==> config.mk <==
export PLATFORM = sky130hd
export DESIGN_NAME = dss_top
export DESIGN_NICKNAME = d
export VERILOG_FILES = /design/src/hw/dss_pkg.sv /design/src/hw/dss_sync.sv /design/src/hw/dss_top.sv
export SDC_FILE = /design/constraint.sdc
export NUM_CORES = 1
export LEC_CHECK = 0
export ABC_AREA = 1
export BUFFER_PORTS_ARGS = -buffer_cell sky130_fd_sc_hd__buf_2
export CAP_MARGIN = 20
export CORE_UTILIZATION = 25
export CTS_CLUSTER_DIAMETER = 60
export CTS_CLUSTER_SIZE = 25
export DETAILED_ROUTE_END_ITERATION = 10
export PLACE_DENSITY = 0.44
export RECOVER_POWER = 25
export SYNTH_ARGS = -nofsm -noshare
export SYNTH_HDL_FRONTEND = slang
export SYNTH_SLANG_ARGS = --single-unit
==> constraint.sdc <==
create_clock -name clock -period 3 [get_ports clock]
set_input_delay 0 -clock clock [delete_from_list [all_inputs] [get_ports clock]]
set_output_delay 0 -clock clock [all_outputs]
set_load 0.1 [all_outputs]
==> src/hw/dss_pkg.sv <==
// package of constants for the deflection safety supervisor
`default_nettype none
package dss_pkg;
  // ----------------------------------------------------------------
  // register offsets (byte addresses, word aligned)
  // ----------------------------------------------------------------
  localparam logic [3:0] OFF_CTRL   = 4'h0;
  localparam logic [3:0] OFF_STATUS = 4'h4;
  localparam logic [3:0] OFF_IRQ_ST = 4'h8;
  localparam logic [3:0] OFF_IRQ_MK = 4'hc;
  // ----------------------------------------------------------------
  // control register fields
  // ----------------------------------------------------------------
  localparam int CTRL_DRIVE_EN  = 0;
  localparam int CTRL_VDRV_EN   = 1;
  localparam int CTRL_BLANK_HLD = 2;
  localparam int CTRL_SENSE_INPUT_A_CLR  = 3;
  localparam logic [3:0] CTRL_RESET = 4'h4;
  // ----------------------------------------------------------------
  // status register fields
  // ----------------------------------------------------------------
  localparam int ST_SENSE_INPUT_A_ALARM = 0;
  localparam int ST_HDRV_ON    = 1;
  localparam int ST_CDRV_ON    = 2;
  localparam int ST_LOCK       = 3;
  localparam int ST_VBLANK     = 4;
  // ----------------------------------------------------------------
  // interrupt events
  // ----------------------------------------------------------------
  localparam int IRQ_SENSE_INPUT_A   = 0;
  localparam int IRQ_UNLOCK = 1;
  localparam int IRQ_W      = 2;
  // ----------------------------------------------------------------
  // timing
  // ----------------------------------------------------------------
  localparam int SENSE_INPUT_A_LINES    = 2;
  localparam int SEQ_GAP_NS    = 1000;
  localparam int CLK_PERIOD_NS = 20;
  localparam int SEQ_GAP_CYC   = (SEQ_GAP_NS + CLK_PERIOD_NS - 1) / CLK_PERIOD_NS;
  // composite output levels, two bits
  localparam logic [1:0] LVL_LOCK_ACT   = 2'h0;
  localparam logic [1:0] LVL_LOCK_BLANK = 2'h1;
  localparam logic [1:0] LVL_UNLK_ACT   = 2'h2;
  localparam logic [1:0] LVL_UNLK_BLANK = 2'h3;
  typedef enum logic [1:0] {SEQ_OFF, SEQ_H_ON, SEQ_BOTH_ON, SEQ_C_OFF} dss_seq_t;
endpackage
`default_nettype wire

==> src/hw/dss_sync.sv <==
// two-flop synchroniser for external levels
`default_nettype none
module dss_sync #(
  parameter int W = 1
) (
  input  wire logic         clock,
  input  wire logic         rst_n,
  input  wire logic [W-1:0] d,
  output logic      [W-1:0] q
);
  logic [W-1:0] s1_q;
  logic [W-1:0] s2_q;
  always_ff @(posedge clock or negedge rst_n) begin
    if (!rst_n) begin
      s1_q <= '0;
      s2_q <= '0;
    end else begin
      s1_q <= d;
      s2_q <= s1_q;
    end
  end
  assign q = s2_q;
endmodule
`default_nettype wire

==> src/hw/dss_top.sv <==
// deflection safety supervisor: x-ray latch, drive sequencing, composite out
//
// Behaviour
// - X-ray protection starts when the sense comparator reports above-threshold.
// - Once detected, both drives switch off after two horizontal line periods.
// - Engaged protection sets the readable x-ray alarm flag to one.
// - Protection stays latched until supply dropout or the x-ray clear bit is written.
// - Drives use the same phase-in and phase-out order whatever the cause.
// - Horizontal drive turns on before and off after the converter drive.
// - The composite output encodes lock and blanking as one of four levels.
// - Early blanking starts at the first leading edge of vertical sync or discharge.
// - Early blanking ends at the trailing edge of the discharge pulse.
// - With blank hold select at one, the default, blanking shows permanently.
// - Low supply, x-ray protection or disabled vertical drive forces blanking.
`default_nettype none
module dss_top #(
  parameter int GAP_CYC = dss_pkg::SEQ_GAP_CYC
) (
  input  wire logic        clock,
  input  wire logic        rst_n,
  input  wire logic [3:0]  avs_address,
  input  wire logic        avs_read,
  input  wire logic        avs_write,
  input  wire logic [31:0] avs_writedata,
  input  wire logic [3:0]  avs_byteenable,
  output logic      [31:0] avs_readdata,
  output logic             avs_waitrequest,
  input  wire logic        sense_input_a,
  input  wire logic        hline_clk,
  input  wire logic        vsync_in,
  input  wire logic        vdischarge_in,
  input  wire logic        loop_locked,
  input  wire logic        supply_low,
  output logic             horizontal_drive_output,
  output logic             converter_drive_output,
  output logic [1:0]       lock_blank_composite_out,
  output logic             irq
);
  // ----------------------------------------------------------------
  // parameter check
  // ----------------------------------------------------------------
  if (GAP_CYC < 1 || GAP_CYC > 65535) begin : g_gap_chk
    $error("GAP_CYC out of range");
  end

  // ----------------------------------------------------------------
  // input synchronisers
  // ----------------------------------------------------------------
  logic [5:0] raw_w;
  logic [5:0] syn_w;
  assign raw_w = {supply_low, loop_locked, vdischarge_in, vsync_in, hline_clk, sense_input_a};
  dss_sync #(.W(6)) u_sync (
    .clock (clock),
    .rst_n (rst_n),
    .d     (raw_w),
    .q     (syn_w)
  );
  logic sense_input_a_s;
  logic hclk_s;
  logic vsync_s;
  logic vdis_s;
  logic lock_s;
  logic slow_s;
  assign sense_input_a_s  = syn_w[0];
  assign hclk_s  = syn_w[1];
  assign vsync_s = syn_w[2];
  assign vdis_s  = syn_w[3];
  assign lock_s  = syn_w[4];
  assign slow_s  = syn_w[5];

  // ----------------------------------------------------------------
  // edge history
  // ----------------------------------------------------------------
  // level now high that was low one clock ago
  function automatic logic rise(input logic now_v, input logic was_v);
    return now_v & ~was_v;
  endfunction
  logic hclk_q;
  logic vsync_q;
  logic vdis_q;
  logic lock_q;
  always_ff @(posedge clock or negedge rst_n) begin
    if (!rst_n) begin
      hclk_q  <= 1'b0;
      vsync_q <= 1'b0;
      vdis_q  <= 1'b0;
      lock_q  <= 1'b0;
    end else begin
      hclk_q  <= hclk_s;
      vsync_q <= vsync_s;
      vdis_q  <= vdis_s;
      lock_q  <= lock_s;
    end
  end
  logic line_tick;
  assign line_tick = rise(hclk_s, hclk_q);

  // ----------------------------------------------------------------
  // register bus
  // ----------------------------------------------------------------
  logic [3:0]               ctrl_q;
  logic [3:0]               ctrl_d;
  logic [dss_pkg::IRQ_W-1:0] ist_q;
  logic [dss_pkg::IRQ_W-1:0] ist_d;
  logic [dss_pkg::IRQ_W-1:0] imk_q;
  logic [dss_pkg::IRQ_W-1:0] imk_d;
  logic [31:0]              rdata_q;
  logic [31:0]              rdata_d;
  logic                     ack_q;
  logic                     ack_d;
  logic                     sense_input_a_latch_q;
  logic                     sense_input_a_latch_d;
  logic [1:0]               line_cnt_q;
  logic [1:0]               line_cnt_d;
  dss_pkg::dss_seq_t        seq_q;
  dss_pkg::dss_seq_t        seq_d;
  logic                     vblank_q;
  logic                     vblank_d;
  logic                     sense_input_a_clr;
  logic                     wr_ctrl;

  // one wait cycle per access: answered on the second edge
  assign avs_waitrequest = (avs_read | avs_write) & ~ack_q;
  assign wr_ctrl  = avs_write & ack_q & (avs_address == dss_pkg::OFF_CTRL) & avs_byteenable[0];
  assign sense_input_a_clr = wr_ctrl & avs_writedata[dss_pkg::CTRL_SENSE_INPUT_A_CLR];

  logic [4:0] status_w;
  always_comb begin
    status_w = '0;
    status_w[dss_pkg::ST_SENSE_INPUT_A_ALARM] = sense_input_a_latch_q;
    status_w[dss_pkg::ST_HDRV_ON]    = horizontal_drive_output;
    status_w[dss_pkg::ST_CDRV_ON]    = converter_drive_output;
    status_w[dss_pkg::ST_LOCK]       = lock_q;
    status_w[dss_pkg::ST_VBLANK]     = vblank_q;
  end

  logic [dss_pkg::IRQ_W-1:0] ev_w;
  assign ev_w[dss_pkg::IRQ_SENSE_INPUT_A]   = rise(sense_input_a_latch_d, sense_input_a_latch_q);
  assign ev_w[dss_pkg::IRQ_UNLOCK] = rise(~lock_s, ~lock_q);

  always_comb begin
    ack_d   = (avs_read | avs_write) & ~ack_q;
    rdata_d = rdata_q;
    ctrl_d  = ctrl_q;
    imk_d   = imk_q;
    ist_d   = ist_q;
    if (avs_read & ~ack_q) begin
      case (avs_address)
        dss_pkg::OFF_CTRL:   rdata_d = {28'h0, 1'b0, ctrl_q[2:0]};
        dss_pkg::OFF_STATUS: rdata_d = {27'h0, status_w};
        dss_pkg::OFF_IRQ_ST: rdata_d = {30'h0, ist_q};
        dss_pkg::OFF_IRQ_MK: rdata_d = {30'h0, imk_q};
        default:             rdata_d = 32'h0;
      endcase
    end
    if (wr_ctrl) begin
      ctrl_d = {1'b0, avs_writedata[2:0]};
    end
    if (avs_write & ack_q & avs_byteenable[0]) begin
      if (avs_address == dss_pkg::OFF_IRQ_MK) begin
        imk_d = avs_writedata[dss_pkg::IRQ_W-1:0];
      end
      if (avs_address == dss_pkg::OFF_IRQ_ST) begin
        ist_d = ist_q & ~avs_writedata[dss_pkg::IRQ_W-1:0];
      end
    end
    ist_d = ist_d | ev_w;
  end

  always_ff @(posedge clock or negedge rst_n) begin
    if (!rst_n) begin
      ctrl_q  <= dss_pkg::CTRL_RESET;
      imk_q   <= '0;
      ist_q   <= '0;
      rdata_q <= 32'h0;
      ack_q   <= 1'b0;
    end else begin
      ctrl_q  <= ctrl_d;
      imk_q   <= imk_d;
      ist_q   <= ist_d;
      rdata_q <= rdata_d;
      ack_q   <= ack_d;
    end
  end
  assign avs_readdata = rdata_q;
  assign irq = |(ist_q & imk_q);

  // ----------------------------------------------------------------
  // x-ray protection
  // ----------------------------------------------------------------
  always_comb begin
    line_cnt_d   = line_cnt_q;
    sense_input_a_latch_d = sense_input_a_latch_q;
    if (!sense_input_a_s) begin
      line_cnt_d = 2'h0;
    end else if (line_tick && line_cnt_q < 2'(dss_pkg::SENSE_INPUT_A_LINES)) begin
      line_cnt_d = line_cnt_q + 2'h1;
    end
    if (sense_input_a_clr) begin
      sense_input_a_latch_d = 1'b0;
      line_cnt_d   = 2'h0;
    end
    if (sense_input_a_s && line_cnt_q == 2'(dss_pkg::SENSE_INPUT_A_LINES)) begin
      sense_input_a_latch_d = 1'b1;
    end
  end
  always_ff @(posedge clock or negedge rst_n) begin
    if (!rst_n) begin
      line_cnt_q   <= 2'h0;
      sense_input_a_latch_q <= 1'b0;
    end else begin
      line_cnt_q   <= line_cnt_d;
      sense_input_a_latch_q <= sense_input_a_latch_d;
    end
  end

  // ----------------------------------------------------------------
  // drive sequencer
  // ----------------------------------------------------------------
  logic        want_on;
  logic [15:0] gap_q;
  logic [15:0] gap_d;
  logic        hdrv_q;
  logic        hdrv_d;
  logic        cdrv_q;
  logic        cdrv_d;
  assign want_on = ctrl_q[dss_pkg::CTRL_DRIVE_EN] & ~sense_input_a_latch_q & ~slow_s;
  always_comb begin
    seq_d = seq_q;
    gap_d = (gap_q != 16'h0) ? gap_q - 16'h1 : 16'h0;
    case (seq_q)
      dss_pkg::SEQ_OFF: begin
        if (want_on) begin
          seq_d = dss_pkg::SEQ_H_ON;
          gap_d = 16'(GAP_CYC);
        end
      end
      dss_pkg::SEQ_H_ON: begin
        if (!want_on) begin
          seq_d = dss_pkg::SEQ_OFF;
        end else if (gap_q == 16'h0) begin
          seq_d = dss_pkg::SEQ_BOTH_ON;
        end
      end
      dss_pkg::SEQ_BOTH_ON: begin
        if (!want_on) begin
          seq_d = dss_pkg::SEQ_C_OFF;
          gap_d = 16'(GAP_CYC);
        end
      end
      dss_pkg::SEQ_C_OFF: begin
        if (gap_q == 16'h0) begin
          seq_d = dss_pkg::SEQ_OFF;
        end
      end
      default: seq_d = dss_pkg::SEQ_OFF;
    endcase
    hdrv_d = (seq_d != dss_pkg::SEQ_OFF);
    cdrv_d = (seq_d == dss_pkg::SEQ_BOTH_ON);
  end
  always_ff @(posedge clock or negedge rst_n) begin
    if (!rst_n) begin
      seq_q  <= dss_pkg::SEQ_OFF;
      gap_q  <= 16'h0;
      hdrv_q <= 1'b0;
      cdrv_q <= 1'b0;
    end else begin
      seq_q  <= seq_d;
      gap_q  <= gap_d;
      hdrv_q <= hdrv_d;
      cdrv_q <= cdrv_d;
    end
  end
  assign horizontal_drive_output = hdrv_q;
  assign converter_drive_output  = cdrv_q;

  // ----------------------------------------------------------------
  // early vertical blanking and composite output
  // ----------------------------------------------------------------
  logic [1:0] comp_q;
  logic [1:0] comp_d;
  logic       blank_all;
  always_comb begin
    vblank_d = vblank_q;
    if (rise(vsync_s, vsync_q) | rise(vdis_s, vdis_q)) begin
      vblank_d = 1'b1;
    end else if (rise(~vdis_s, ~vdis_q)) begin
      vblank_d = 1'b0;
    end
    blank_all = vblank_q | ctrl_q[dss_pkg::CTRL_BLANK_HLD]
              | slow_s | sense_input_a_latch_q | ~ctrl_q[dss_pkg::CTRL_VDRV_EN];
    case ({lock_q, blank_all})
      2'b11:   comp_d = dss_pkg::LVL_LOCK_BLANK;
      2'b10:   comp_d = dss_pkg::LVL_LOCK_ACT;
      2'b01:   comp_d = dss_pkg::LVL_UNLK_BLANK;
      default: comp_d = dss_pkg::LVL_UNLK_ACT;
    endcase
  end
  always_ff @(posedge clock or negedge rst_n) begin
    if (!rst_n) begin
      vblank_q <= 1'b0;
      comp_q   <= dss_pkg::LVL_UNLK_BLANK;
    end else begin
      vblank_q <= vblank_d;
      comp_q   <= comp_d;
    end
  end
  assign lock_blank_composite_out = comp_q;
endmodule
`default_nettype wire

==> results of run 1 <==
-- final timing paths --
kind / depth (start not counted) / startpoint / slack, ns / end
max in group asynchronous: 3 / rst_n / 1.90 / vblank_q$_DFFE_PN0P_
min in group asynchronous: 2 / rst_n / 0.34 / gap_q[15]$_DFF_PN0_
setup reg to reg: 9 / gap_q[0]$_DFF_PN0_ / 1.54 / gap_q[13]$_DFF_PN0_
setup / recovery: 6 / avs_read / 1.23 / avs_waitrequest
hold / removal: 3 / avs_address[2] / 0.04 / avs_readdata[3]$_DFFE_PN0P_
hold reg to reg: 0 / u_sync.s1_q[0]$_DFF_PN0_ / 0.36 / u_sync.q[0]$_DFF_PN0_
-- placed cells by master, fill, tap and decap left out, drive strengths merged, types with 4 or more instances in the layout --
cell type and n:
a21oi 9, buf 30, clkbuf 6, conb 27, dfrtp 52, dlygate4sd3 13, inv 41, nand2 54
nand3 15, nand4 11, nor2 46, o21ai 19, xor2 4
-- layout make-up --
cell class              count  area share
clock buffers               6      0.0265
multi-input cells         197       0.328
well taps                 136      0.0547
flip-flops and latches     55       0.444
inverters                  40      0.0499
clock inverters             2     0.00643
repair buffers             43      0.0909
-- cell families after synthesis --
| group | after synthesis | share of synthesized area |
|---|---|---|
| AND/OR/NAND/NOR | 128 | 0.245 |
| buffers and inverters | 68 | 0.137 |
| flip-flops | 55 | 0.517 |
| AO/OA/AOI/OAI | 32 | 0.0628 |
| XOR/XNOR | 7 | 0.0230 |
| adder cells (fa/ha/maj) | 3 | 0.0141 |
| other | 1 | 0.00140 |
-- flip-flops by register name, indices dropped and copies added (netlist names), 2 cells and up --
name	cells
imk_q	2
u_sync.q	6
gap_q	16
lock_blank_composite_out	2
line_cnt_q	2
ctrl_q	3
u_sync.s1_q	6
seq_q	2
ist_q	2
avs_readdata	5
-- power breakdown --
group	internal [µW]	switching [µW]	total, µW
combinational	207	532	739
clock	195	259	454
sequential	882	132	1010
total	1280	923	2210
-- Yosys cell counts (all sizes together) --
master  number  share of area
nand3       15          0.028
xor2         4          0.013
o21bai       1         0.0028
nand4       11          0.028
dfstp        3          0.030
or2          1         0.0023
conb         1         0.0014
nor2        46          0.090
o22ai        2         0.0047
nand3b       1         0.0028
o21ai       19          0.036
dfrtp       52           0.49
nand2       54          0.094
inv         40          0.058
ha           3          0.014
buf         28          0.079
o211ai       1         0.0028
a21oi        9          0.017
xnor2        3         0.0098
-- worst max-delay path, stage by stage --
cell	delay (ns)
sky130_fd_sc_hd__dlygate4sd3_1	0.52
sky130_fd_sc_hd__buf_2	0.11
sky130_fd_sc_hd__nor2_1	0.03
sky130_fd_sc_hd__dlygate4sd3_1	0.54
sky130_fd_sc_hd__nor2_1	0.12
sky130_fd_sc_hd__buf_2	0.44
-- stage by stage --
step	setup slack, ns	cells	cell area (µm²)	utilization
floorplan	1.07	320	2770	-
global placement	1.55	458	2880	0.279
detailed placement	1.54	458	2880	0.279
CTS	1.23	479	3110	0.302
global route	1.12	479	3110	0.301
finish	1.23	479	3110	0.301
-- metal layers --
metal	wire length [µm]	up-vias	share of wire	track usage
li1	-	969	-	-
met1	2440	883	0.50	0.128
met2	2220	53	0.45	0.152
met3	178	5	0.036	0.0192
met4	70	0	0.014	0.0423
met5	0	-	0	0
==> results.md, run 1 <==
| Stage | Quantity | Value |
|---|---|---|
| final layout | Synth-to-layout area growth | 16.5% |
| cts | Sink Count | 55 |
| route | First-pass iteration count of the detailed router | 4 |
| timing | Worst-case clock skew | 0.00954 ns |
| floorplanning | Vertical die dimension | 105 µm |
| route | Count of nets left with antenna violations after detail routing | 0 |
| yosys | Synth Warn # | 0 |
| floorplanning | Number of placement rows | 37 |
| final layout | Antenna diode count | 0 |
| yosys | Cell area after synthesis | 2670 µm² |
| global route | Vias in the first global route | 1777 |
| floorplanning | Die boundary width | 105 µm |
| placement | Final estimated routing congestion in global placement | 0.766 |
| cts | Postcts setup bufs | 0 |
| route | Initial detailed-routing violation count | 85 |
| route | Wirelength, routed | 4.91 mm |
| yosys | Number of distinct library cells after synthesis | 28 |
| yosys | Synth Area per Inst | 9.09 µm² |
| timing | Slew headroom | 0.398 |
| status | Status | completed |
| floorplanning | Overall die area | 11100 µm² |
| yosys | Flip-flop and latch count after synthesis | 55 |
| run | Count of maximum capacitance violations | 0 |
| route | Avg WL per Cell | 10.3 µm |
| cts | Clock Root Buffer | sky130_fd_sc_hd__clkbuf_8 |
| timing | Hold Fails Final Rpt | 0 |
| route | Total DRC errors in the routed layout | 0 |
| power and ir drop | PnR Total Power | 2210 µW |
| timing | Final critical-path required period | 1.77 ns |
| placement | Number of input and output port buffers inserted | 29 |
| global route | Largest net degree at the start of global routing | 41 |
| final layout | Proportion of layout cells with a drive suffix above 1 | 0.213 |
| timing | Total setup violations reported at the end of the flow | 0 |
| timing | Hold Slack | 0.0416 ns |
| final layout | Area used by sequential logic in the layout | 1380 µm² |
| global route | Remaining Overflow, GRT | 0 |
| cts | Post-CTS resize count | 0 |
| worst setup path | Peak fanout along the critical path | 2 |
| route | Vias per inst | 3.99 |
| worst setup path | Setup crit start kind | input port |
| route | Overall via count from detail_route | 1910 |
| cts | Buffer levels on the longest clock path | 2 |
| cts | Clock transition at path regs | 0.10 ns |
| floorplanning | Starting utilization of the core area | 0.259 |
| floorplanning | Core area | 10300 µm² |
| global route | GRT Overall Usage | 0.0964 |
| cts | Cts bufs inserted | 5 |
| timing | Setup repair after global routing missed its margin | no |
| placement | HPWL after detailed placement | 3.66 mm |
| cts | Htree depth | 2 |
| power and ir drop | Leak Pwr | 0.00156 µW |
| yosys | Sequential-to-total area share from yosys stat | 0.517 |
| worst setup path | WS Path Type | in2out |
| timing | Slew of the pin with the lowest slew margin | 0.903 ns |
| cts | Number of hold-repair buffers added at the cts stage | 13 |
| power and ir drop | Peak ir drop on the vdd network | 0.215 mV |
| final layout | Layout Nets | 395 |
| worst setup path | Nature of the critical path endpoint | output pin |
| cts | CTS tree | yes |
| yosys | Number of instances in the synthesized netlist | 294 |
| cts | Source-to-sink clock delay at the later pin of the worst-skew pair | 0.31 ns |
| worst setup path | Worst Path Arrival | 1.77 ns |
| global route | First-pass GRT wire length | 8.47 mm |
| timing | Final period util | 0.590 |
| timing | Total Neg Setup Slack | 0 ns |
| final layout | Multi-input combinational cell area | 1020 µm² |
| floorplanning | Number of primary I/O pins | 88 |
| timing | Max-slew violation total from the final report | 0 |
| global route | Initial antenna violation count | 0 |
| worst hold path | Path type of the worst min-delay path | in2reg |
| worst setup path | Required time at the worst-slack endpoint | 3.00 ns |
| final layout | Final-layout fill cell count | 1086 |
| timing | Fmax | 0.565 GHz |
| power and ir drop | Power per unit of standard cell area | 709 nW/µm² |
Power figures use the tool's default switching activity.
==> run 2: changes to the inputs <==
clock period = 1.7 ns   (was 3 ns; I/O delays follow)
==> run 2 against run 1 <==
  * First-iteration DRC count grew 9.4%
  * Critical path depth is 3 higher
  * Via count decreased by 0.79%
  * Setup slack worse by 0.97 ns
  * Count of clock-buffer cells in the layout did not move
  * Clock power rose by 67%
  * Combinational power increased by 77%
  * Sequential cell count stayed put
  * Sequential share of layout area decreased by 0.14 points
  * Routed wire length rose by 2.7%
  * Non-clock buffer count up 2
  * Critical endpoint is now gap_q[13]$_DFF_PN0_
==> results.md, run 2 (same netlist as run 1, synthesis figures left out) <==
| Stage | Quantity | Value | Change |
|---|---|---|---|
| status | Status | completed |  |
| worst hold path | Path type of the worst min-delay path | in2reg |  |
| power and ir drop | PnR Total Power | 3860 µW | +75% |
| global route | Largest net degree at the start of global routing | 20 | -51% |
| power and ir drop | Power per unit of standard cell area | 1240 nW/µm² | +74% |
| worst setup path | Worst path cell trace | inv_1, ha_1, nand3_1, nor2_4, nand2_4, nand2_8, inv_6, nand2_2, nor2_2 |  |
| floorplanning | Number of placement rows | 37 | unchanged |
| final layout | Final-layout fill cell count | 1111 | +2.3% |
| timing | Final period util | 0.850 |  |
| final layout | Antenna diode count | 0 | unchanged |
| worst setup path | Crit path max-delay family | simple AND/OR/NAND/NOR gates |  |
| worst hold path | Min-Delay Path Depth | 4 | +1 |
| power and ir drop | Leak Pwr | 0.00157 µW | +0.49% |
| cts | Source-to-sink clock delay at the later pin of the worst-skew pair | 0.31 ns | about the same |
| worst setup path | Nature of the critical path endpoint | flop |  |
| worst setup path | Critical path startpoint | gap_q[0]$_DFF_PN0_ |  |
| timing | Slew of the pin with the lowest slew margin | 1.04 ns | +0.136 ns |
| cts | Post-CTS resize count | 0 | unchanged |
| route | Total DRC errors in the routed layout | 0 | unchanged |
| timing | Total setup violations reported at the end of the flow | 0 | unchanged |
| route | Avg WL per Cell | 10.5 µm | +2.3% |
| route | Wirelength, routed | 5.05 mm | +2.7% |
| global route | Initial antenna violation count | 0 | unchanged |
| run | Count of maximum capacitance violations | 0 | unchanged |
| worst setup path | Master of the slowest instance on the critical path | sky130_fd_sc_hd__dfrtp_1 |  |
| worst setup path | Setup crit start kind | flop |  |
| floorplanning | Overall die area | 11100 µm² | unchanged |
| worst hold path | Start point of the worst min-delay path | avs_writedata[3] |  |
| route | Overall via count from detail_route | 1895 | -0.79% |
| cts | Clock Root Buffer | sky130_fd_sc_hd__clkbuf_8 |  |
| final layout | Number of flip-flops in the largest register | 16 | unchanged |
| global route | First-pass GRT wire length | 8.78 mm | +3.6% |
| worst setup path | Stage delay of the slowest cell on the critical path | 0.41 ns | -0.13 ns |
| placement | Pre-CTS setup slack | 0.259 ns | -1.28 ns |
| floorplanning | Die boundary width | 105 µm | unchanged |
| final layout | Register ranked first by flip-flop count | gap_q |  |
| cts | Buffer levels on the longest clock path | 2 | unchanged |
| worst setup path | Required time at the worst-slack endpoint | 1.91 ns | -1.09 ns |
| global route | Remaining Overflow, GRT | 0 | unchanged |
| route | Count of nets left with antenna violations after detail routing | 0 | unchanged |
| placement | Number of input and output port buffers inserted | 29 | unchanged |
| floorplanning | Core area | 10300 µm² | unchanged |
| timing | Slew headroom | 0.308 | -0.0904 |
| timing | Total Neg Setup Slack | 0 ns | unchanged |
| worst setup path | Critical register-to-register path startpoint | gap_q[0]$_DFF_PN0_ |  |
| cts | Sink Count | 55 | unchanged |
| final layout | Top library cells by usage in the layout, fill and taps aside | sky130_fd_sc_hd__dfrtp_1, sky130_fd_sc_hd__nand2_1, sky130_fd_sc_hd__inv_1, sky130_fd_sc_hd__buf_2, sky130_fd_sc_hd__conb_1 |  |
| final layout | Post-route insts no fill | 481 | +0.42% |
| worst setup path | Worst Path Arrival | 1.65 ns | -0.12 ns |
| timing | Max-slew violation total from the final report | 0 | unchanged |
| cts | CTS tree | yes |  |
| timing | Final critical-path required period | 1.44 ns |  |
| timing | Setup repair after global routing missed its margin | no |  |
| final layout | Layout Nets | 397 | +0.51% |
| global route | Vias in the first global route | 1903 | +7.1% |
| worst setup path | Reg2reg path depth | 9 | unchanged |
| global route | GRT Overall Usage | 0.0997 | +0.00327 |
| cts | Cts bufs inserted | 5 | unchanged |
| worst setup path | Sum of buffers and inverters on the critical path | 2 | -2 |
| final layout | Proportion of layout cells with a drive suffix above 1 | 0.223 | +0.0104 |
| route | Vias per inst | 3.94 | -1.2% |
| floorplanning | Starting utilization of the core area | 0.259 | unchanged |
| cts | Postcts setup bufs | 0 | unchanged |
| placement | HPWL after detailed placement | 3.91 mm | +7.0% |
| final layout | Most common cell after layout, fill and taps aside | sky130_fd_sc_hd__dfrtp_1 |  |
| final layout | Synth-to-layout area growth | 16.9% |  |
| timing | Hold Fails Final Rpt | 0 | unchanged |
| cts | Clock transition at path regs | 0.11 ns | about the same |
| power and ir drop | Peak ir drop on the vdd network | 0.382 mV | +77% |
| worst setup path | Cell depth of the worst setup path | 9 | +3 |
| worst setup path | Peak fanout along the critical path | 9 | +7 |
| floorplanning | Vertical die dimension | 105 µm | unchanged |
| timing | Fmax | 0.692 GHz |  |
| route | First-pass iteration count of the detailed router | 4 | unchanged |
| placement | Final estimated routing congestion in global placement | 0.778 | +1.6% |
| worst setup path | WS Path Type | reg2reg |  |
| cts | Htree depth | 2 | unchanged |
| timing | Worst-case setup margin in the final layout | 0.256 ns | -0.973 ns |
| route | Initial detailed-routing violation count | 93 | +9.4% |
| floorplanning | Number of primary I/O pins | 88 | unchanged |
| timing | Worst-case clock skew | 0.00656 ns | -0.00298 ns |
| placement | Post-placement cell count | 461 | +0.66% |
==> run 2: changes by cell type in the layout (fill, tap and decap cells not counted) <==
cell and change:
sky130_fd_sc_hd__nor2_2 +2, sky130_fd_sc_hd__inv_8 -1, sky130_fd_sc_hd__inv_6 +1, sky130_fd_sc_hd__nor2_1 -2
sky130_fd_sc_hd__buf_4 +3, sky130_fd_sc_hd__clkbuf_8 -1, sky130_fd_sc_hd__buf_2 -1, sky130_fd_sc_hd__clkbuf_1 +2
sky130_fd_sc_hd__o22ai_1 -1, sky130_fd_sc_hd__o22ai_2 +1, sky130_fd_sc_hd__dlygate4sd3_1 -1
==> run 2: report_power, final <==
| group | internal, µW | switching [µW] |
|---|---|---|
| logic | 373 | 940 |
| clock network | 300 | 455 |
| registers | 1560 | 234 |
| total | 2230 | 1630 |
==> run 2: layer usage <==
layer	share of wire	GRT usage	vias up
li1	-	-	970
met1	0.49	0.129	855
met2	0.44	0.161	63
met3	0.058	0.0229	7
met4	0.016	0.0392	0
met5	0	0	-
==> run 2: path summary, 6_finish.rpt <==
check	to	slack [ns]
min reg2reg	u_sync.q[3]$_DFF_PN0_	0.36
max reg2reg	gap_q[13]$_DFF_PN0_	0.26
min	sense_input_a_latch_q$_DFF_PN0_	0.02
max	gap_q[13]$_DFF_PN0_	0.26
min in group asynchronous	u_sync.s1_q[0]$_DFF_PN0_	0.37
max in group asynchronous	lock_blank_composite_out[0]$_DFF_PN1_	0.49
==> run 2: what timing repair did <==
action / CTS / global route
endpoints found under the setup margin: 0 / 0
hold buffers: 12 / 0
hold endpoints to repair: 28 / 0
==> run 2: area by class of cell <==
cell class | count | area, µm² | area share
Clock inverter | 2 | 17.5 | 0.00561
Sequential cell | 55 | 1380 | 0.442
Multi-Input combinational cell | 197 | 1030 | 0.331
Inverter | 40 | 155 | 0.0497
Timing Repair Buffer | 45 | 294 | 0.0942
Tap cell | 136 | 170 | 0.0545
Clock buffer | 6 | 72.6 | 0.0232
==> run 2: tightest hold or removal path, stage by stage <==
cell                      delay (ns)
sky130_fd_sc_hd__buf_2          0.10
sky130_fd_sc_hd__inv_1          0.06
sky130_fd_sc_hd__o21ai_0        0.09
sky130_fd_sc_hd__nand2_1        0.06
==> run 2: stage by stage <==
| stage | hold WS (ns) | util | instance area (µm²) |
|---|---|---|---|
| 2_1_floorplan | -0.296 | - | 2780 |
| 5_1_grt | 0.0518 | 0.302 | 3120 |
| 3_3_place_gp | -0.0322 | 0.282 | 2910 |
| 3_5_place_dp | -0.0262 | 0.282 | 2910 |
| 6_report | 0.0190 | 0.302 | 3120 |
| 4_1_cts | 0.0229 | 0.303 | 3120 |
